File: src/inc/smd_pkg.sv
// Behaviour
// - bytes go out MSB first; first received bit lands in the MSB
// - bus data shifts in while shifting out; register holds last bus byte
// - lost arbitration reports 0x38 and falls to slave receive, data kept
// - slave compares received address with own-address bits 7..1
// - own-address bit 0 enables general call address 0x00 recognition
// - own address is ignored while acting as master
// - 8-bit state code, low three bits zero while the event flag is set
// - state code is defined only while the event flag is set
// - report 0x08 after START and 0x10 after repeated START
// - address+write sent: 0x18 on ACK, 0x20 on NACK
// - data byte sent: 0x28 on ACK, 0x30 on NACK
// - address+read sent: 0x40 on ACK, 0x48 on NACK
// - byte received: 0x50 when ACK sent, 0x58 when NACK sent
// - idle after a STOP reports 0xF8 (reset loads 0x00) and never sets the event flag
// - illegal START or STOP during a master transfer reports 0x00; a stop request resets
package smd_pkg;

  // ------------------------------------------------------------
  // register map (byte addresses)
  // ------------------------------------------------------------
  localparam logic [9:0]  STATE_CODE_IDX = 10'h0C1;
  localparam logic [11:0] ADDR_STATE     = {STATE_CODE_IDX, 2'h0};
  localparam logic [11:0] ADDR_CTRL      = 12'h000;
  localparam logic [11:0] ADDR_DATA      = 12'h004;
  localparam logic [11:0] ADDR_OWN       = 12'h008;
  localparam logic [11:0] ADDR_RATE      = 12'h00C;

  localparam int CTRL_ENS = 6;
  localparam int CTRL_STA = 5;
  localparam int CTRL_STO = 4;
  localparam int CTRL_SI  = 3;
  localparam int CTRL_AA  = 2;

  localparam logic [7:0] OWN_RST  = 8'h00;
  localparam logic [7:0] CODE_RST = 8'h00;
  localparam logic [7:0] RATE_RST = 8'h00;
  localparam logic [7:0] TMR_END  = 8'hFF;
  localparam logic [3:0] ACK_BIT  = 4'h8;
  localparam logic [3:0] SLV_DONE = 4'h9;

  localparam logic [1:0] RESP_OKAY   = 2'h0;
  localparam logic [1:0] RESP_SLVERR = 2'h2;

  // ------------------------------------------------------------
  // state codes
  // ------------------------------------------------------------
  localparam logic [7:0] C_BUS_ERR = 8'h00;
  localparam logic [7:0] C_START   = 8'h08;
  localparam logic [7:0] C_RSTART  = 8'h10;
  localparam logic [7:0] C_AW_ACK  = 8'h18;
  localparam logic [7:0] C_AW_NACK = 8'h20;
  localparam logic [7:0] C_DT_ACK  = 8'h28;
  localparam logic [7:0] C_DT_NACK = 8'h30;
  localparam logic [7:0] C_ARB     = 8'h38;
  localparam logic [7:0] C_AR_ACK  = 8'h40;
  localparam logic [7:0] C_AR_NACK = 8'h48;
  localparam logic [7:0] C_DR_ACK  = 8'h50;
  localparam logic [7:0] C_DR_NACK = 8'h58;
  localparam logic [7:0] C_SW_OWN  = 8'h60;
  localparam logic [7:0] C_SW_GC   = 8'h70;
  localparam logic [7:0] C_SR_OWN  = 8'hA8;
  localparam logic [7:0] C_IDLE    = 8'hF8;

  typedef struct packed {
    logic ens;
    logic start_request;
    logic sto;
    logic si;
    logic aa;
  } smd_ctrl_t;

  typedef enum logic [6:0] {
    S_IDLE  = 7'h01,
    S_START = 7'h02,
    S_LOW   = 7'h04,
    S_HIGH  = 7'h08,
    S_WAIT  = 7'h10,
    S_STOP  = 7'h20,
    S_SLAVE = 7'h40
  } smd_state_t;

endpackage

File: src/hw/smd_top.sv
`timescale 1ns/100ps
module smd_top
(
  input  wire logic        aclk,
  input  wire logic        aresetn,
  input  wire logic [11:0] s_axi_awaddr,
  input  wire logic        s_axi_awvalid,
  output logic             s_axi_awready,
  input  wire logic [31:0] s_axi_wdata,
  input  wire logic [3:0]  s_axi_wstrb,
  input  wire logic        s_axi_wvalid,
  output logic             s_axi_wready,
  output logic [1:0]       s_axi_bresp,
  output logic             s_axi_bvalid,
  input  wire logic        s_axi_bready,
  input  wire logic [11:0] s_axi_araddr,
  input  wire logic        s_axi_arvalid,
  output logic             s_axi_arready,
  output logic [31:0]      s_axi_rdata,
  output logic [1:0]       s_axi_rresp,
  output logic             s_axi_rvalid,
  input  wire logic        s_axi_rready,
  input  wire logic        scl_in,
  output logic             scl_out,
  output logic             scl_oe_n,
  input  wire logic        sda_in,
  output logic             sda_out,
  output logic             sda_oe_n
);

  // ------------------------------------------------------------
  // pin synchronisers and bus condition detect
  // ------------------------------------------------------------
  logic [1:0] scl_sync_q, sda_sync_q;
  logic       scl_p_q, sda_p_q;
  logic       scl_s, sda_s, start_det, stop_det;

  always_ff @(posedge aclk)
  begin
    if (!aresetn)
    begin
      scl_sync_q <= 2'h3;
      sda_sync_q <= 2'h3;
      scl_p_q    <= 1'b1;
      sda_p_q    <= 1'b1;
    end
    else
    begin
      scl_sync_q <= {scl_sync_q[0], scl_in};
      sda_sync_q <= {sda_sync_q[0], sda_in};
      scl_p_q    <= scl_sync_q[1];
      sda_p_q    <= sda_sync_q[1];
    end
  end

  assign scl_s     = scl_sync_q[1];
  assign sda_s     = sda_sync_q[1];
  assign start_det = scl_s & scl_p_q & sda_p_q & ~sda_s;
  assign stop_det  = scl_s & scl_p_q & ~sda_p_q & sda_s;

  // ------------------------------------------------------------
  // axi4-lite handshake
  // ------------------------------------------------------------
  logic        aw_q, aw_d, w_q, w_d, bvalid_q, bvalid_d, rvalid_q, rvalid_d;
  logic [11:0] awaddr_q, awaddr_d;
  logic [31:0] wdata_q, wdata_d, rdata_q, rdata_d;
  logic        wstrb0_q, wstrb0_d;
  logic [1:0]  bresp_q, bresp_d, rresp_q, rresp_d;
  logic        wr_go, wr_hit;

  smd_pkg::smd_ctrl_t ctl_q, ctl_d;
  smd_pkg::smd_state_t st_q, st_d;
  logic [7:0] data_q, data_d, own_q, own_d, rate_q, rate_d, code_q, code_d;

  function automatic logic reg_hit(input logic [11:0] a);
    reg_hit = (a == smd_pkg::ADDR_CTRL) || (a == smd_pkg::ADDR_DATA) ||
              (a == smd_pkg::ADDR_OWN)  || (a == smd_pkg::ADDR_RATE) ||
              (a == smd_pkg::ADDR_STATE);
  endfunction

  assign s_axi_awready = ~aw_q & ~bvalid_q;
  assign s_axi_wready  = ~w_q & ~bvalid_q;
  assign s_axi_arready = ~rvalid_q;
  assign wr_go         = aw_q & w_q;
  assign wr_hit        = wr_go & wstrb0_q;

  always_comb
  begin
    aw_d = aw_q; w_d = w_q; awaddr_d = awaddr_q; wdata_d = wdata_q;
    wstrb0_d = wstrb0_q; bvalid_d = bvalid_q; bresp_d = bresp_q;
    rvalid_d = rvalid_q; rdata_d = rdata_q; rresp_d = rresp_q;
    if (s_axi_awvalid && s_axi_awready)
    begin
      aw_d = 1'b1; awaddr_d = s_axi_awaddr;
    end
    if (s_axi_wvalid && s_axi_wready)
    begin
      w_d = 1'b1; wdata_d = s_axi_wdata; wstrb0_d = s_axi_wstrb[0];
    end
    if (wr_go)
    begin
      aw_d = 1'b0; w_d = 1'b0; bvalid_d = 1'b1;
      bresp_d = reg_hit(awaddr_q) ? smd_pkg::RESP_OKAY : smd_pkg::RESP_SLVERR;
    end
    if (bvalid_q && s_axi_bready)
      bvalid_d = 1'b0;
    if (rvalid_q && s_axi_rready)
      rvalid_d = 1'b0;
    if (s_axi_arvalid && s_axi_arready)
    begin
      rvalid_d = 1'b1;
      rresp_d  = reg_hit(s_axi_araddr) ? smd_pkg::RESP_OKAY : smd_pkg::RESP_SLVERR;
      rdata_d  = 32'h0000_0000;
      unique case (s_axi_araddr)
        smd_pkg::ADDR_CTRL:  rdata_d[7:0] = {1'b0, ctl_q.ens, ctl_q.start_request, ctl_q.sto,
                                             ctl_q.si, ctl_q.aa, 2'h0};
        smd_pkg::ADDR_DATA:  rdata_d[7:0] = data_q;
        smd_pkg::ADDR_OWN:   rdata_d[7:0] = own_q;
        smd_pkg::ADDR_RATE:  rdata_d[7:0] = rate_q;
        smd_pkg::ADDR_STATE: rdata_d[7:0] = code_q;
        default:             rdata_d[7:0] = 8'h00;
      endcase
    end
  end

  always_ff @(posedge aclk)
  begin
    if (!aresetn)
    begin
      aw_q <= 1'b0; w_q <= 1'b0; awaddr_q <= 12'h000; wdata_q <= 32'h0000_0000;
      wstrb0_q <= 1'b0; bvalid_q <= 1'b0; bresp_q <= 2'h0;
      rvalid_q <= 1'b0; rdata_q <= 32'h0000_0000; rresp_q <= 2'h0;
    end
    else
    begin
      aw_q <= aw_d; w_q <= w_d; awaddr_q <= awaddr_d; wdata_q <= wdata_d;
      wstrb0_q <= wstrb0_d; bvalid_q <= bvalid_d; bresp_q <= bresp_d;
      rvalid_q <= rvalid_d; rdata_q <= rdata_d; rresp_q <= rresp_d;
    end
  end

  assign s_axi_bvalid = bvalid_q;
  assign s_axi_bresp  = bresp_q;
  assign s_axi_rvalid = rvalid_q;
  assign s_axi_rdata  = rdata_q;
  assign s_axi_rresp  = rresp_q;

  // ------------------------------------------------------------
  // registers and bus engine
  // ------------------------------------------------------------
  logic [7:0] tmr_q, tmr_d;
  logic [3:0] bit_q, bit_d;
  logic [1:0] ph_q, ph_d;
  logic       scl_drv_q, scl_drv_d, sda_drv_q, sda_drv_d;
  logic       addr_ph_q, addr_ph_d, rd_q, rd_d, rep_q, rep_d, busy_q, busy_d;
  logic       tdone, tx, lost, match;

  assign tdone = (tmr_q == smd_pkg::TMR_END);
  assign tx    = addr_ph_q | ~rd_q;
  assign lost  = tx & data_q[7] & ~sda_s;
  // own address is only looked at from the slave path, never as master
  assign match = ((data_q[7:1] == own_q[7:1]) |
                  ((data_q[7:1] == 7'h00) & own_q[0] & ~data_q[0]));

  always_comb
  begin
    ctl_d = ctl_q; st_d = st_q; data_d = data_q; own_d = own_q; rate_d = rate_q;
    code_d = code_q; bit_d = bit_q; ph_d = ph_q; scl_drv_d = scl_drv_q;
    sda_drv_d = sda_drv_q; addr_ph_d = addr_ph_q; rd_d = rd_q; rep_d = rep_q;
    busy_d = (busy_q | start_det) & ~stop_det;
    tmr_d = tdone ? tmr_q : tmr_q + 8'h01;
    // state code writes are dropped: its value belongs to the engine
    if (wr_hit)
    begin
      unique case (awaddr_q)
        smd_pkg::ADDR_CTRL:
        begin
          ctl_d.ens = wdata_q[smd_pkg::CTRL_ENS];
          ctl_d.start_request = wdata_q[smd_pkg::CTRL_STA];
          ctl_d.sto = wdata_q[smd_pkg::CTRL_STO];
          ctl_d.aa  = wdata_q[smd_pkg::CTRL_AA];
          if (!wdata_q[smd_pkg::CTRL_SI])
            ctl_d.si = 1'b0;
        end
        smd_pkg::ADDR_DATA: data_d = wdata_q[7:0];
        smd_pkg::ADDR_OWN:  own_d  = wdata_q[7:0];
        smd_pkg::ADDR_RATE: rate_d = wdata_q[7:0];
        default: ;
      endcase
    end
    // hardware events below come after the software clear, so a set wins
    unique case (st_q)
      smd_pkg::S_IDLE:
      begin
        scl_drv_d = 1'b0; sda_drv_d = 1'b0; rep_d = 1'b0;
        if (ctl_q.sto)
          ctl_d.sto = 1'b0;
        else if (ctl_q.ens && ctl_q.start_request && !busy_q && scl_s && sda_s)
        begin
          st_d = smd_pkg::S_START; ph_d = 2'h2; sda_drv_d = 1'b1; tmr_d = rate_q;
        end
        else if (ctl_q.ens && start_det)
        begin
          st_d = smd_pkg::S_SLAVE; bit_d = 4'h0;
        end
      end
      smd_pkg::S_START:
      begin
        if (ph_q == 2'h1 && !scl_s)
          tmr_d = rate_q;                        // wait out clock stretching
        else if (tdone)
        begin
          tmr_d = rate_q;
          ph_d  = ph_q + 2'h1;
          if (ph_q == 2'h0)
            scl_drv_d = 1'b0;
          else if (ph_q == 2'h1)
            sda_drv_d = 1'b1;
          else
          begin
            scl_drv_d = 1'b1; st_d = smd_pkg::S_WAIT; ctl_d.si = 1'b1;
            code_d = rep_q ? smd_pkg::C_RSTART : smd_pkg::C_START;
            rep_d = 1'b1; addr_ph_d = 1'b1;
          end
        end
      end
      smd_pkg::S_WAIT:
      begin
        if (!ctl_q.si)
        begin
          tmr_d = rate_q; ph_d = 2'h0;
          if (ctl_q.sto)
          begin
            st_d = smd_pkg::S_STOP; sda_drv_d = 1'b1;
          end
          else if (ctl_q.start_request)
          begin
            st_d = smd_pkg::S_START; sda_drv_d = 1'b0;
          end
          else
          begin
            st_d = smd_pkg::S_LOW; bit_d = 4'h0;
            if (addr_ph_q)
              rd_d = data_q[0];
          end
        end
      end
      smd_pkg::S_LOW:
      begin
        if (bit_q == smd_pkg::ACK_BIT)
          sda_drv_d = ~tx & ctl_q.aa;
        else
          sda_drv_d = tx & ~data_q[7];
        if (tdone)
        begin
          scl_drv_d = 1'b0; st_d = smd_pkg::S_HIGH; tmr_d = rate_q;
        end
      end
      smd_pkg::S_HIGH:
      begin
        if (!scl_s)
          tmr_d = rate_q;
        else if (start_det || stop_det)
        begin
          st_d = smd_pkg::S_IDLE; code_d = smd_pkg::C_BUS_ERR;
          ctl_d.si = 1'b1; scl_drv_d = 1'b0; sda_drv_d = 1'b0;
        end
        else if (tdone)
        begin
          tmr_d = rate_q;
          if (bit_q != smd_pkg::ACK_BIT)
          begin
            data_d = {data_q[6:0], sda_s};
            bit_d  = bit_q + 4'h1;
            if (lost)
            begin
              st_d = smd_pkg::S_SLAVE; code_d = smd_pkg::C_ARB;
              ctl_d.si = 1'b1; scl_drv_d = 1'b0; sda_drv_d = 1'b0;
            end
            else
            begin
              scl_drv_d = 1'b1; st_d = smd_pkg::S_LOW;
            end
          end
          else
          begin
            scl_drv_d = 1'b1; st_d = smd_pkg::S_WAIT; ctl_d.si = 1'b1; addr_ph_d = 1'b0;
            if (addr_ph_q && rd_q)
              code_d = sda_s ? smd_pkg::C_AR_NACK : smd_pkg::C_AR_ACK;
            else if (addr_ph_q)
              code_d = sda_s ? smd_pkg::C_AW_NACK : smd_pkg::C_AW_ACK;
            else if (rd_q)
              code_d = sda_drv_q ? smd_pkg::C_DR_ACK : smd_pkg::C_DR_NACK;
            else
              code_d = sda_s ? smd_pkg::C_DT_NACK : smd_pkg::C_DT_ACK;
          end
        end
      end
      smd_pkg::S_STOP:
      begin
        if (ph_q == 2'h1 && !scl_s)
          tmr_d = rate_q;
        else if (tdone)
        begin
          tmr_d = rate_q;
          ph_d  = ph_q + 2'h1;
          if (ph_q == 2'h0)
            scl_drv_d = 1'b0;
          else if (ph_q == 2'h1)
            sda_drv_d = 1'b0;
          else
          begin
            st_d = smd_pkg::S_IDLE; ctl_d.sto = 1'b0; code_d = smd_pkg::C_IDLE;
          end
        end
      end
      smd_pkg::S_SLAVE:
      begin
        // follows the remote clock; codes beyond address match are not produced
        if (start_det || stop_det)
        begin
          st_d = smd_pkg::S_IDLE; sda_drv_d = 1'b0;
        end
        else if (scl_s && !scl_p_q && bit_q < smd_pkg::ACK_BIT)
        begin
          data_d = {data_q[6:0], sda_s};
          bit_d  = bit_q + 4'h1;
        end
        else if (!scl_s && scl_p_q && bit_q == smd_pkg::ACK_BIT)
        begin
          sda_drv_d = match & ctl_q.aa & (~data_q[0] | (data_q[7:1] != 7'h00));
          bit_d = smd_pkg::SLV_DONE;
        end
        else if (!scl_s && scl_p_q && bit_q == smd_pkg::SLV_DONE)
        begin
          st_d = smd_pkg::S_IDLE;
          if (sda_drv_q)
          begin
            ctl_d.si = 1'b1;
            code_d = data_q[0] ? smd_pkg::C_SR_OWN :
                     ((data_q[7:1] == 7'h00) ? smd_pkg::C_SW_GC : smd_pkg::C_SW_OWN);
          end
          sda_drv_d = 1'b0;
        end
      end
    endcase
    if (!ctl_q.ens)
    begin
      st_d = smd_pkg::S_IDLE; scl_drv_d = 1'b0; sda_drv_d = 1'b0;
    end
  end

  always_ff @(posedge aclk)
  begin
    if (!aresetn)
    begin
      ctl_q <= '0; st_q <= smd_pkg::S_IDLE; data_q <= 8'h00;
      own_q <= smd_pkg::OWN_RST; rate_q <= smd_pkg::RATE_RST;
      code_q <= smd_pkg::CODE_RST; tmr_q <= 8'h00; bit_q <= 4'h0; ph_q <= 2'h0;
      scl_drv_q <= 1'b0; sda_drv_q <= 1'b0; addr_ph_q <= 1'b0; rd_q <= 1'b0;
      rep_q <= 1'b0; busy_q <= 1'b0;
    end
    else
    begin
      ctl_q <= ctl_d; st_q <= st_d; data_q <= data_d; own_q <= own_d; rate_q <= rate_d;
      code_q <= code_d; tmr_q <= tmr_d; bit_q <= bit_d; ph_q <= ph_d;
      scl_drv_q <= scl_drv_d; sda_drv_q <= sda_drv_d; addr_ph_q <= addr_ph_d;
      rd_q <= rd_d; rep_q <= rep_d; busy_q <= busy_d;
    end
  end

  // open drain: only ever pull low
  assign scl_out  = 1'b0;
  assign sda_out  = 1'b0;
  assign scl_oe_n = ~scl_drv_q;
  assign sda_oe_n = ~sda_drv_q;

  // ------------------------------------------------------------
  // checks
  // ------------------------------------------------------------
  property p_code_aligned;
    @(posedge aclk) disable iff (!aresetn) ctl_q.si |-> code_q[2:0] == 3'h0;
  endproperty
  a_code_aligned: assert property (p_code_aligned) else $error("code not aligned");

  property p_idle_no_si;
    @(posedge aclk) disable iff (!aresetn) $rose(ctl_q.si) |-> code_q != smd_pkg::C_IDLE;
  endproperty
  a_idle_no_si: assert property (p_idle_no_si) else $error("idle set flag");

  property p_start_code;
    @(posedge aclk) disable iff (!aresetn)
      $rose(ctl_q.si) && $past(st_q) == smd_pkg::S_START |->
        code_q == ($past(rep_q) ? smd_pkg::C_RSTART : smd_pkg::C_START);
  endproperty
  a_start_code: assert property (p_start_code) else $error("bad start code");

  property p_aw_code;
    @(posedge aclk) disable iff (!aresetn)
      $rose(ctl_q.si) && $past(st_q) == smd_pkg::S_HIGH && $past(addr_ph_q) && !$past(rd_q)
        |-> code_q == ($past(sda_s) ? smd_pkg::C_AW_NACK : smd_pkg::C_AW_ACK);
  endproperty
  a_aw_code: assert property (p_aw_code) else $error("bad write address code");

  property p_dt_code;
    @(posedge aclk) disable iff (!aresetn)
      $rose(ctl_q.si) && $past(st_q) == smd_pkg::S_HIGH && !$past(addr_ph_q) && !$past(rd_q)
        && $past(bit_q) == smd_pkg::ACK_BIT
        |-> code_q == ($past(sda_s) ? smd_pkg::C_DT_NACK : smd_pkg::C_DT_ACK);
  endproperty
  a_dt_code: assert property (p_dt_code) else $error("bad data sent code");

  property p_ar_code;
    @(posedge aclk) disable iff (!aresetn)
      $rose(ctl_q.si) && $past(st_q) == smd_pkg::S_HIGH && $past(addr_ph_q) && $past(rd_q)
        |-> code_q == ($past(sda_s) ? smd_pkg::C_AR_NACK : smd_pkg::C_AR_ACK);
  endproperty
  a_ar_code: assert property (p_ar_code) else $error("bad read address code");

  property p_dr_code;
    @(posedge aclk) disable iff (!aresetn)
      $rose(ctl_q.si) && $past(st_q) == smd_pkg::S_HIGH && !$past(addr_ph_q) && $past(rd_q)
        && $past(bit_q) == smd_pkg::ACK_BIT
        |-> code_q == ($past(sda_drv_q) ? smd_pkg::C_DR_ACK : smd_pkg::C_DR_NACK);
  endproperty
  a_dr_code: assert property (p_dr_code) else $error("bad data received code");

  property p_arb_lost;
    @(posedge aclk) disable iff (!aresetn)
      st_q == smd_pkg::S_HIGH && scl_s && tdone && bit_q != smd_pkg::ACK_BIT && lost
        && !start_det && !stop_det && ctl_q.ens
        |=> code_q == smd_pkg::C_ARB && ctl_q.si && st_q == smd_pkg::S_SLAVE && sda_oe_n;
  endproperty
  a_arb_lost: assert property (p_arb_lost) else $error("arbitration loss missed");

  property p_msb_first;
    @(posedge aclk) disable iff (!aresetn)
      st_q == smd_pkg::S_HIGH && tx && bit_q != smd_pkg::ACK_BIT |-> sda_oe_n == data_q[7];
  endproperty
  a_msb_first: assert property (p_msb_first) else $error("bit order wrong");

  property p_shift_in;
    @(posedge aclk) disable iff (!aresetn)
      st_q == smd_pkg::S_HIGH && scl_s && tdone && bit_q != smd_pkg::ACK_BIT
        && !start_det && !stop_det && !wr_hit
        |=> data_q == {$past(data_q[6:0]), $past(sda_s)};
  endproperty
  a_shift_in: assert property (p_shift_in) else $error("bus bit not shifted in");

endmodule

File: config.mk
export PLATFORM = sky130hd
export DESIGN_NAME = smd_top
export DESIGN_NICKNAME = d
export VERILOG_FILES = /design/src/inc/smd_pkg.sv /design/src/hw/smd_top.sv
export SDC_FILE = /design/constraint.sdc
export NUM_CORES = 1
export LEC_CHECK = 0
export BUFFER_PORTS_ARGS = -buffer_cell sky130_fd_sc_hd__buf_2
export CAP_MARGIN = 20
export CORE_AREA = 2 2 129 93
export CTS_BUF_LIST = sky130_fd_sc_hd__clkbuf_4 sky130_fd_sc_hd__clkbuf_8 sky130_fd_sc_hd__clkbuf_16
export CTS_CLUSTER_DIAMETER = 120
export DETAILED_ROUTE_END_ITERATION = 8
export DIE_AREA = 0 0 131 95
export GPL_TIMING_DRIVEN = 0
export PLACE_DENSITY = 0.83
export SETUP_SLACK_MARGIN = 0.15
export SYNTH_ARGS = -nofsm -noshare
export SYNTH_HDL_FRONTEND = slang
export SYNTH_SLANG_ARGS = --single-unit
File: constraint.sdc
create_clock -name aclk -period 2.7 [get_ports aclk]
set_clock_uncertainty 0.05 [all_clocks]
set_input_delay 0.27 -clock aclk [delete_from_list [all_inputs] [get_ports aclk]]
set_output_delay 0.27 -clock aclk [all_outputs]
set_load 0.03 [all_outputs]
Word level (Yosys, flattened, before mapping) --
Index checks and enable logic that the tools add are counted.
Storage, ports and cells: flip-flop bits (word level) 107, latch bits 0, memory bits (writable) 0, ROM bits 0, input port bits 69, word-level logic and storage cells 365, memories kept 0
Cells by class: add/subtract/negate cells 3, $mul 0, divide/modulo/power cells 0, order comparisons 1, equality and inequality tests 64, shift-type cells 0, muxes and demuxes 168, bitwise logic cells 39, reduce and logical (&&, ||, !) cells 57
Operators with widths (count):
- two-way mux 8 bit | 35
- two-way mux 7 bit | 25
- case mux 8 bit (5 select lines) | 2
- two-way mux 1 bit | 65
- two-way mux 4 bit | 15
- != test 2 bit (second input constant) | 30
- case mux 7 bit (7 select lines) | 1
- == test 12 x 4 -> 1 bit (second input constant) | 4
- AND reduction 17 bit | 2
- case mux 8 bit (4 select lines) | 1
- != test 3 bit (second input constant) | 10
- == test 12 x 10 -> 1 bit (second input constant) | 2
- == test 12 x 3 -> 1 bit (second input constant) | 2
- zero test 12 bit | 2
- bitwise AND 1 bit | 18
- logical AND 1 bit | 17
- NOT 1 bit | 17
- case mux 4 bit (4 select lines) | 1
- case mux 8 bit (2 select lines) | 1
- AND reduction 16 bit | 1
- two-way mux 5 bit | 3
- two-way mux 2 bit | 7
- AND reduction 13 bit | 1
- two-way mux 6 bit | 2
- 39 further kinds | 68

Logic depth before layout (Yosys ltp) --
Gate-level depths: netlist (run 1).
depth in word-level cells 10, mapped depth 10

Least setup slack after synthesis (run 1) --
Ideal clock, no wire load.
path type register -> register, start point reg tmr_q[0], end point reg code_q[6], library setup time 128 ps, arrival time 2068 ps, required time 2522 ps, slack 454 ps, cell stages (with the launch flop) 9, path buffers 0, clock period less this slack 2246 ps, cell sequence dfxtp_1 ha_1 nand4_1 nor2_4 o21ai_1 a2111oi_2 nor3b_4 mux2i_1 nor2_1
On the way: longest elaborated chain between the ends 3, elaborated cells on any way between the ends 5
RTL lines:
- start, declared | RTL line smd_top.sv:151 | logic [7:0] tmr_q, tmr_d;
- start signal, assigned | RTL line smd_top.sv:366 | code_q <= code_d; tmr_q <= tmr_d; bit_q <= bit_d; ph_q <= ph_d;
- == test 8 bit (*) | RTL line smd_top.sv:158 | assign tdone = (tmr_q == smd_pkg::TMR_END);
- != test 3 bit (no source line) / != test 2 bit (equally long branches)
- AND reduction 17 bit (no source line) (*)
- end signal, assigned | RTL line smd_top.sv:366
- end, declared | RTL line smd_top.sv:73 | logic [7:0] data_q, data_d, own_q, own_d, rate_q, rate_d, code_q, code_d;
Mark *: on every way between the ends. The rest lies on a longest branch, timed or not. A chain may end at the register's enable or synchronous reset.

Worst setup path after layout (run 1) --
start point reg tmr_q[0], end point reg addr_ph_q
On the way: longest elaborated chain between the ends 3, elaborated cells on any way between the ends 4
RTL lines:
- == test 8 bit (*) | RTL line smd_top.sv:158
- != test 2 bit (no source line)
- AND reduction 9 bit (no source line) (*)
- end signal, assigned | RTL line smd_top.sv:367 | scl_drv_q <= scl_drv_d; sda_drv_q <= sda_drv_d; addr_ph_q <= addr_ph_d;
- end, declared | RTL line smd_top.sv:155 | logic addr_ph_q, addr_ph_d, rd_q, rd_d, rep_q, rep_d, busy_q, busy_d;
Marks and branches as above.

==> results_dict.tcl, run 1 <==
set metrics [dict create \
    status "finished, final reports clean" \
    htree_levels 3 \
    synth_edf_count 0 \
    rsz0062_at_grt "no" \
    cts_buffer_depth 2 \
    hold_viol 0 \
    final_design_area_no_fill_um2 7260 \
    end_kind "flop" \
    power_density_nw_per_um2 456 \
    finalMaxSlewViolations 0 \
    dr_total_vias 5760 \
    vias_per_cell 5.78 \
    dp_hpwl_um 12700 \
    fp.dieH_um 95 \
    root_buffer "clkbuf_16" \
    final.min_clock_period_ns 2.48 \
    routed_wl_um 17700 \
    drtIter0Drc 579 \
    fin_crit_sh 0.920 \
    n_antenna_cell 0 \
    min_path_cells 2 \
    die_area_um2 12400 \
    r2r_start "tmr_q[0]$_SDFF_PN0_" \
    arrival_ns 2.70 \
    grt.overflow.total 0 \
    cap_viol_max_count 0 \
    p_leak_nw 2.91 \
    num_io_pins 114 \
    drive_above_1_share 0.246 \
    core_area_um2 11400 \
    setup_tns_ns 0 \
    dpl_cell_area_um2 6610 \
    grt_pass1_wl_um 28100 \
    r2r-end "addr_ph_q$_SDFFE_PN0P_" \
    antenna_found_initial 0 \
    wire_per_inst_um 17.7 \
    port_buffers 57 \
    start_kind "flop" \
    hold_end "sda_sync_q[0]$_SDFF_PN1_" \
    worstHoldStart "sda_in" \
    postRouteAntennaNets 0 \
    clock.fmax_mhz 403 \
    critPathMaxFanout 5 \
    worstRegToRegCells 9 \
    p_sw_uw 877 \
    p_int_mw 2.43 \
    clock_sinks 102 \
    clk_pin_slew_ns 0.07 \
    synth-seq-cells 102 \
    clock_latency_ns 0.35 \
    grt_usage 0.292 \
    grt_pass1_vias 5261 \
    rows 33 \
    syn_area_per_cell_um2 8.42 \
    finalPower_mw 3.31 \
    seqPwrFrac 0.479 \
    hp-class "primary input to flop" \
    fill_cells 955 \
    hold-worst-slack_ns 0.0550 \
    clock_power_share 0.419 \
    tightest_slew_ns 0.889 \
    swShare 0.265 \
    path_class "flop to flop" \
    drc 0 \
    synthFlopType "dfxtp_1" \
    drt_first_pass_iters 5 \
    fp.dieW_um 131 \
    nets 911 \
    routabilityCongestion 0.970 \
    async_flop_share 0 \
    cts_tree "yes" \
    crit_required_ns 2.91 \
    r2r_setup_slack_ns 0.22 \
    max_slew_margin 0.403 \
    grt_max_degree 19 \
    ctsHoldBuffers 0 \
    syn_inst 716 \
    area_growth_pct 20.5 \
    postLayoutSetupSlackWorst_ns 0.217 \
    peakVddDrop_uv 320 \
    yosys_warnings 0 \
    syn_area_um2 6030 \
    post-place-ws_ns -0.100 \
    yosysSeqAreaShare 0.339 \
    ys_types 81 \
    start_util 0.531 \
    cts_buffers 9 \
    setup_viol 0 \
    combPwrFrac 0.101 \
]
[synth_stat cells, drive strengths merged, types with 9 or more instances]
library cell  instances  area, um2
nor2                 47        186
nor3                 11       71.3
o21ai                39        199
dfxtp               102       2040
inv                  20       75.1
a21oi                43        215
nand2                96        370
a21boi               28        210
xnor2                 9       86.3
buf                  37        280
nor3b                11        105
nand2b               10       62.6
and2                 12       75.1
clkbuf               18       68.8
mux2i                42        420
mux2                 17        191
nand3                25        125
nor4                 11       98.8
nor2b                35        219
[worst max-delay path by stage]
stage / startpoint / endpoint / slack [ns] / cells after the start
floorplan: tmr_q[0]$_SDFF_PN0_ / code_q[6]$_SDFFE_PN0P_ / 0.45 / 8
CTS: st_q[1]$_SDFFE_PN0P_ / scl_drv_q$_SDFFE_PN0P_ / 0.14 / 9
detailed placement: tmr_q[0]$_SDFF_PN0_ / addr_ph_q$_SDFFE_PN0P_ / -0.10 / 9
finish: tmr_q[0]$_SDFF_PN0_ / addr_ph_q$_SDFFE_PN0P_ / 0.22 / 9
global route: st_q[6]$_SDFFE_PN0P_ / scl_drv_q$_SDFFE_PN0P_ / 0.14 / 8
global placement: tmr_q[0]$_SDFF_PN0_ / addr_ph_q$_SDFFE_PN0P_ / -0.18 / 9
[timing repair]
action                                 4_1_cts  5_1_grt
gates resized for setup                      3       35
setup buffers                                9       14
pin swaps                                    5       11
cloned                                       0        1
endpoints found under the hold margin        0        0
setup endpoints to repair                   24       30
[registers in the layout, summed over array words and instances, names as in the netlist, 2 cells and up]
| register | cells |
|---|---|
| tmr_q | 8 |
| own_q | 8 |
| wdata_q | 8 |
| scl_sync_q | 2 |
| sda_sync_q | 2 |
| ctl_q | 5 |
| s_axi_rdata | 8 |
| code_q | 5 |
| bit_q | 4 |
| awaddr_q | 12 |
| rate_q | 8 |
| ph_q | 2 |
| data_q | 8 |
| st_q | 7 |
[metal layers]
metal / track usage / up-vias / part of all wire
met5: 0 / - / 0
met4: 0.0479 / 0 / 0.010
met3: 0.0544 / 22 / 0.092
met2: 0.439 / 294 / 0.42
met1: 0.441 / 2718 / 0.48
li1: - / 2726 / -
[cell type report]
type,instances,area [um2],area share
plain buffers,55,358,0.0493
clock buffers,10,239,0.0329
clock inverters,6,75.1,0.0103
inverters,21,78.8,0.0109
multi-input cells,565,3770,0.520
flip-flops and latches,102,2050,0.283
well taps,157,196,0.0271
repair buffers,81,488,0.0672
[metrics by stage]
step | cells | utilization
3_3_place_gp | 957 | 0.582
4_1_cts | 982 | 0.619
3_5_place_dp | 957 | 0.582
2_1_floorplan | 743 | -
6_report | 997 | 0.640
5_1_grt | 997 | 0.640
[cells by family after synthesis]
group / after synthesis / share of synthesized area
AND/OR/NAND/NOR: 295 / 0.268
AO/OA/AOI/OAI: 161 / 0.180
flip-flops: 102 / 0.339
buffers and inverters: 76 / 0.0710
multiplexers: 60 / 0.105
XOR/XNOR: 14 / 0.0216
adder cells (fa/ha/maj): 7 / 0.0145
other: 1 / 0.000622
[worst max-delay path, stage by stage, from the launching register on]
cell,delay (ns)
dfxtp_4,0.38
ha_4,0.14
nand4_1,0.21
nor2_4,0.23
o21ai_2,0.10
a2111oi_4,0.48
and4_4,0.31
buf_6,0.13
o21ai_1,0.15
a21oi_1,0.22
[power groups by stage]
stage	Combinational, mW	Sequential, mW	Clock, mW
3_3_place_gp	0.321	1.62	0
5_1_grt	0.369	1.59	1.46
3_5_place_dp	0.325	1.62	0
2_1_floorplan	0.223	1.62	0
6_report	0.335	1.59	1.39
4_1_cts	0.327	1.58	1.39
[layout by cell type (no fill, tap or decap), types with 5 or more instances in the layout]
cell,instances
dfxtp_1,98
nand2_1,93
buf_2,61
buf_4,53
nor2_1,42
a21oi_1,42
mux2i_1,42
o21ai_0,34
nor2b_1,33
conb_1,28
a21boi_0,27
nand3_1,25
inv_1,20
clkbuf_1,16
mux2_2,16
and2_1,11
nand2b_1,10
clkbuf_16,9
nor3_1,8
xnor2_1,8
nor3b_1,7
or2_2,7
and3_1,6
nor4_1,6
or3_1,5
xor2_1,5
a221oi_1,5
ha_1,5
No activity file was read; power rests on OpenSTA's default activity.
==> run 2: changes to the inputs <==
- ABC_AREA: unset -> 1
- CORE_AREA: 2 2 129 93 -> 2 2 133 96
- DIE_AREA: 0 0 131 95 -> 0 0 135 98
==> run 2 against run 1 <==
First-iteration DRC count increased by 49%. Register-to-register slack improved by 0.14 ns. Clock-buffer cell count decreased by 1. Critical path type unchanged. Non-clock buffer count decreased by 28. Critical endpoint is now st_q[4]$_SDFFE_PN0P_. Power decreased by 1.3%. Largest power group unchanged. Sequential share of layout area decreased by 0.51 points. Worst hold slack got worse by 0.015 ns.
==> results_dict.tcl, run 2 <==
set metrics [dict create \
    synth_edf_count 0 \
    netlist.area_leader.share 0.315 \
    yosys_warnings 0 \
    hp-class "primary input to flop" \
    clock_latency_ns 0.36 \
    routed_wl_um 21100 \
    dpl_cell_area_um2 7070 \
    root_buffer "clkbuf_16" \
    place_inst 1265 \
    ys_types 43 \
    synth-seq-cells 102 \
    grt_pass1_wl_um 33500 \
    final_common_cell "nand2_1" \
    power_density_nw_per_um2 444 \
    critPathMaxFanout 10 \
    max_slew_margin 0.494 \
    layout.cells.non_filler 1280 \
    grt_pass1_vias 6401 \
    grt_usage 0.324 \
    clock.fmax_mhz 426 \
    finalPower_mw 3.27 \
    drive_above_1_share 0.154 \
    arrival_ns 2.58 \
    num_io_pins 114 \
    wire_per_inst_um 16.5 \
    ys_top_cells_by_area "dfxtp_1 32%, nand2_1 12%, o21ai_0 8.0%" \
    postRouteAntennaNets 0 \
    routabilityCongestion 1.04 \
    grt_max_degree 19 \
    cts_tree "yes" \
    tightest_slew_ns 0.753 \
    fp.dieH_um 98 \
    worstHoldStart "s_axi_bready" \
    grt.overflow.total 0 \
    drtIter0Drc 861 \
    syn_area_um2 6480 \
    fin_crit_sh 0.869 \
    r2r_start "tmr_q[0]$_SDFF_PN0_" \
    finalMaxSlewViolations 0 \
    crit_required_ns 2.94 \
    syn_area_per_cell_um2 6.36 \
    path_class "flop to flop" \
    status "finished, final reports clean" \
    setup_viol 0 \
    rsz0062_at_grt "no" \
    async_flop_share 0 \
    top_register "awaddr_q" \
    mostFrequentLayoutCells "207 x nand2_1, 126 x nor2_1, 114 x inv_1, 103 x o21ai_0, 102 x dfxtp_1" \
    cp-startpoint "tmr_q[0]$_SDFF_PN0_" \
    synth_top_family_by_area "simple AND/OR/NAND/NOR gates" \
    synth_adder_area_share 0.0135 \
    cts_buffer_depth 2 \
    dp_hpwl_um 16300 \
    setup_tns_ns 0 \
    rows 34 \
    drc 0 \
    drt_first_pass_iters 6 \
    cts_buffers 9 \
    p_leak_nw 3.33 \
    antenna_found_initial 0 \
    peakVddDrop_uv 313 \
    nets 1190 \
    port_buffers 58 \
    vias_per_cell 5.56 \
    end_kind "flop" \
    fp.dieW_um 135 \
    largest_reg_flops 12 \
    clock_sinks 102 \
    hold_viol 0 \
    synth_common_cells "207 x nand2_1, 126 x nor2_1, 114 x inv_1, 103 x o21ai_0, 102 x dfxtp_1" \
    start_kind "flop" \
    final_design_area_no_fill_um2 7360 \
    synthFlopType "dfxtp_1" \
    yosysSeqAreaShare 0.315 \
    htree_levels 3 \
    synth.area.mux_share 0 \
    n_antenna_cell 0 \
    final.min_clock_period_ns 2.35 \
    yosys.area_share.simple 0.352 \
    synth_compound_area_frac 0.181 \
    ctsHoldBuffers 0 \
    synth_top_area_cell "dfxtp_1" \
    clk_pin_slew_ns 0.07 \
    start_util 0.536 \
    syn_inst 1018 \
    cap_viol_max_count 0 \
    die_area_um2 13200 \
    dr_total_vias 7118 \
    synth.most_common_cell "nand2_1" \
    area_growth_pct 13.6 \
    synth-xor-area-share 0.0135 \
    core_area_um2 12100 \
]
-- run 2: cell type report --
type | instances | area, um2
fillers | 1157 | 4720
plain buffers | 50 | 317
clock buffers | 9 | 225
repair buffers | 58 | 290
inverters | 130 | 488
multi-input cells | 763 | 3740
flip-flops and latches | 102 | 2040
well taps | 162 | 203
clock inverters | 6 | 58.8
-- run 2: stage by stage --
| step | utilization | setup slack [ns] | hold WS, ns |
|---|---|---|---|
| after detailed placement | 0.585 | 0.439 | 0.357 |
| after CTS | 0.609 | 0.425 | 0.0397 |
| after floorplan | - | 0.934 | 0.320 |
| after global placement | 0.585 | 0.406 | 0.356 |
| after global routing | 0.609 | 0.169 | 0.0392 |
| final | 0.609 | 0.354 | 0.0396 |
-- run 2: critical path, cell delays in order (launching register included) --
cell and delay (ns):
dfxtp_1 0.38, ha_1 0.18, nand2_1 0.13, inv_1 0.17
nand3_2 0.10, nor2_2 0.22, inv_1 0.15, o21ai_2 0.12
nand2_2 0.09, nor2_4 0.27, buf_6 0.20, nand3_1 0.09
a21oi_1 0.13
-- run 2: cell families after synthesis --
| kind of cell | Yosys count |
|---|---|
| xor+xnor | 10 |
| fa+ha+maj | 7 |
| compound gates | 221 |
| buf+inv | 180 |
| flops | 102 |
| simple gates | 497 |
| other cells | 1 |
-- run 2: repair_timing --
| action | 4_1_cts | 5_1_grt |
|---|---|---|
| setup endpoints to repair | 0 | 1 |
| setup buffers | 0 | 0 |
| hold endpoints to repair | 0 | 0 |
| gates resized for setup | 0 | 1 |
-- run 2: per-layer routing --
| layer | GRT usage | vias to the layer above | routed length, um |
|---|---|---|---|
| met4 | 0.0946 | 0 | 503 |
| met5 | 0 | - | 0 |
| li1 | - | 3467 | - |
| met3 | 0.0940 | 55 | 2700 |
| met1 | 0.479 | 3139 | 9610 |
| met2 | 0.454 | 457 | 8280 |
-- run 2: worst paths after layout --
kind | endpoint | slack (ns) | depth (start not counted)
min reg2reg | scl_sync_q[1]$_SDFF_PN1_ | 0.37 | 1
max reg2reg | st_q[4]$_SDFFE_PN0P_ | 0.35 | 12
min | s_axi_bvalid$_SDFFE_PP0N_ | 0.04 | 2
max | st_q[4]$_SDFFE_PN0P_ | 0.35 | 12
-- run 2: power breakdown --
| group | total, mW | switching, mW | leakage (nW) | internal [mW] |
|---|---|---|---|---|
| clock network | 1.28 | 0.640 | 0.135 | 0.637 |
| registers | 1.60 | 0.0463 | 0.830 | 1.56 |
| logic | 0.387 | 0.266 | 2.37 | 0.121 |
==> run 3: changes to the inputs <==
- ABC_AREA: 1 -> unset
- CORE_AREA: 2 2 133 96 -> 2 2 108 110
- DIE_AREA: 0 0 135 98 -> 0 0 110 112
- HOLD_SLACK_MARGIN: unset -> 0.06
==> run 3 against run 2 <==
Power up 1.5%. Sequential share of layout area up 0.87 points. Global-route usage down 5.2 points. First-iteration DRC count down 37%. Via count down 20%. Clock-buffer cell count unchanged. Critical path type unchanged. Sequential cell count unchanged. Final cell count down 24%. Critical endpoint is now scl_drv_q$_SDFFE_PN0P_. Final area down 2.9%. Highest routed layer unchanged. Sequential power about the same. Critical path depth down 4. Utilization up 3.0 points.
==> results_dict.tcl, run 3 (synthesized netlist as in run 1, its figures left out) <==
set metrics [dict create \
    r2r_setup_slack_ns 0.23 \
    critPathMaxStageDelay_ns 0.46 \
    hp-class "primary input to flop" \
    nets 900 \
    status "finished, final reports clean" \
    start_util 0.539 \
    fp.dieW_um 110 \
    top_register "awaddr_q" \
    die_area_um2 12300 \
    worstHoldStart "s_axi_wdata[3]" \
    dr_total_vias 5729 \
    tightest_slew_ns 0.889 \
    arrival_ns 2.70 \
    grt_pass1_vias 5286 \
    area_growth_pct 18.5 \
    hold-worst-slack_ns 0.0943 \
    mostFrequentLayoutCells "100 x dfxtp_1, 94 x nand2_1, 59 x buf_2, 45 x nor2_1, 43 x a21oi_1" \
    end_kind "flop" \
    port_buffers 57 \
    clk_pin_slew_ns 0.09 \
    dp_hpwl_um 11900 \
    fp.dieH_um 112 \
    vias_per_cell 5.89 \
    root_buffer "clkbuf_16" \
    hold_end "wdata_q[3]$_SDFFE_PN0P_" \
    largest_reg_flops 12 \
    place_inst 943 \
    seqPwrFrac 0.478 \
    drive_above_1_share 0.217 \
    rows 39 \
    fin_crit_sh 0.917 \
    setup_tns_ns 0 \
    start_kind "flop" \
    wire_per_inst_um 17.6 \
    cts_buffer_depth 2 \
    combPwrFrac 0.100 \
    p_int_mw 2.36 \
    dpl_cell_area_um2 6590 \
    cp_num_buf_inv 2 \
    grt_max_degree 24 \
    final_common_cell "dfxtp_1" \
    p_sw_uw 957 \
    cts_tree "yes" \
    critPathMaxFanout 10 \
    max_slew_margin 0.403 \
    htree_levels 3 \
    crit_required_ns 2.93 \
    routed_wl_um 17100 \
    worst-path-stages 8 \
    drtIter0Drc 543 \
    r2r_start "st_q[3]$_SDFFE_PN0P_" \
    swShare 0.289 \
    cp_slowest_cell "or4_4" \
    hold_viol 0 \
    p_leak_nw 2.86 \
    crit_family "simple AND/OR/NAND/NOR gates" \
    core_area_um2 11200 \
    n_antenna_cell 0 \
    power_density_nw_per_um2 464 \
    grt.overflow.total 0 \
    path_class "flop to flop" \
    drc 0 \
    final.min_clock_period_ns 2.47 \
    clock_power_share 0.422 \
    rsz0062_at_grt "yes" \
    drt_first_pass_iters 7 \
    peakVddDrop_uv 456 \
    crit_chain "buf_4 -> or4_4 -> nor4b_4 -> a21oi_1 -> and4_1 -> buf_6 -> o211ai_1 -> mux2i_1" \
    num_io_pins 114 \
    final_design_area_no_fill_um2 7140 \
    min_path_cells 3 \
    r2r-end "scl_drv_q$_SDFFE_PN0P_" \
    finalMaxSlewViolations 0 \
    setup_viol 0 \
    antenna_found_initial 0 \
    postRouteAntennaNets 0 \
    routabilityCongestion 0.995 \
    clock_latency_ns 0.35 \
    clock_sinks 102 \
    cap_viol_max_count 0 \
    grt_pass1_wl_um 26200 \
    worstRegToRegCells 8 \
    cts_buffers 9 \
    clock.fmax_mhz 404 \
    grt_usage 0.272 \
    layout.cells.non_filler 972 \
]
## run 3: changes by cell type in the layout (fill, tap and decap cells not counted), sizes merged, moves of 35 or more
cell   previous run  this run
mux2i             0        42
nand3            91        25
nor2b             0        35
a21oi            81        43
o21ai           110        39
inv             128        25
nand2           221        96
nor2            145        47
## run 3: power groups by stage
stage | clock network (mW) | registers, mW | logic [mW]
after floorplan | 0 | 1.62 | 0.223
after global placement | 0 | 1.62 | 0.320
after detailed placement | 0 | 1.62 | 0.324
after CTS | 1.40 | 1.58 | 0.327
after global routing | 1.47 | 1.59 | 0.362
final | 1.40 | 1.59 | 0.331
## run 3: layout make-up
cell class | instances | area, um2
well taps | 143 | 179
repair buffers | 70 | 438
clock buffers | 9 | 225
inverters | 21 | 78.8
plain buffers | 55 | 350
flip-flops and latches | 102 | 2040
multi-input cells | 565 | 3730
clock inverters | 7 | 98.8
fillers | 955 | 4030
## run 3: worst reg2reg max path, stage by stage (launching register included)
cell and delay (ns):
dfxtp_1 0.34, buf_4 0.18, or4_4 0.46, nor4b_4 0.42
a21oi_1 0.16, and4_1 0.23, buf_6 0.15, o211ai_1 0.22
mux2i_1 0.21
## run 3: worst max-delay path by stage
stage / startpoint / to / slack (ns)
after floorplan: tmr_q[0]$_SDFF_PN0_ / code_q[6]$_SDFFE_PN0P_ / 0.45
after global placement: tmr_q[0]$_SDFF_PN0_ / st_q[4]$_SDFFE_PN0P_ / 0.04
after detailed placement: tmr_q[0]$_SDFF_PN0_ / code_q[5]$_SDFFE_PN0P_ / 0.05
after CTS: tmr_q[0]$_SDFF_PN0_ / st_q[4]$_SDFFE_PN0P_ / 0.15
after global routing: st_q[5]$_SDFFE_PN0P_ / tmr_q[3]$_SDFF_PN0_ / 0.10
final: st_q[3]$_SDFFE_PN0P_ / scl_drv_q$_SDFFE_PN0P_ / 0.23
## run 3: through the flow
stage,util,power (mW),setup WS (ns)
floorplan,-,1.85,0.454
global placement,0.590,1.94,0.0361
detailed placement,0.590,1.94,0.0455
CTS,0.625,3.31,0.152
global route,0.639,3.42,0.103
finish,0.639,3.32,0.225
## run 3: per-layer routing
layer  vias up  track usage  share of wire
met3        77       0.0439          0.081
li1       2703            -              -
met2       307        0.425           0.46
met1      2642        0.360           0.41
met5         -            0              0
met4         0        0.139          0.051
## run 3: what timing repair did
action / in CTS / in global routing
endpoints found under the setup margin: 13 / 30
buffers inserted: 3 / 8
hold endpoints to repair: 2 / 0
cloned: 0 / 0
gates resized for setup: 2 / 14
hold buffers: 2 / 0
pin swaps: 1 / 7
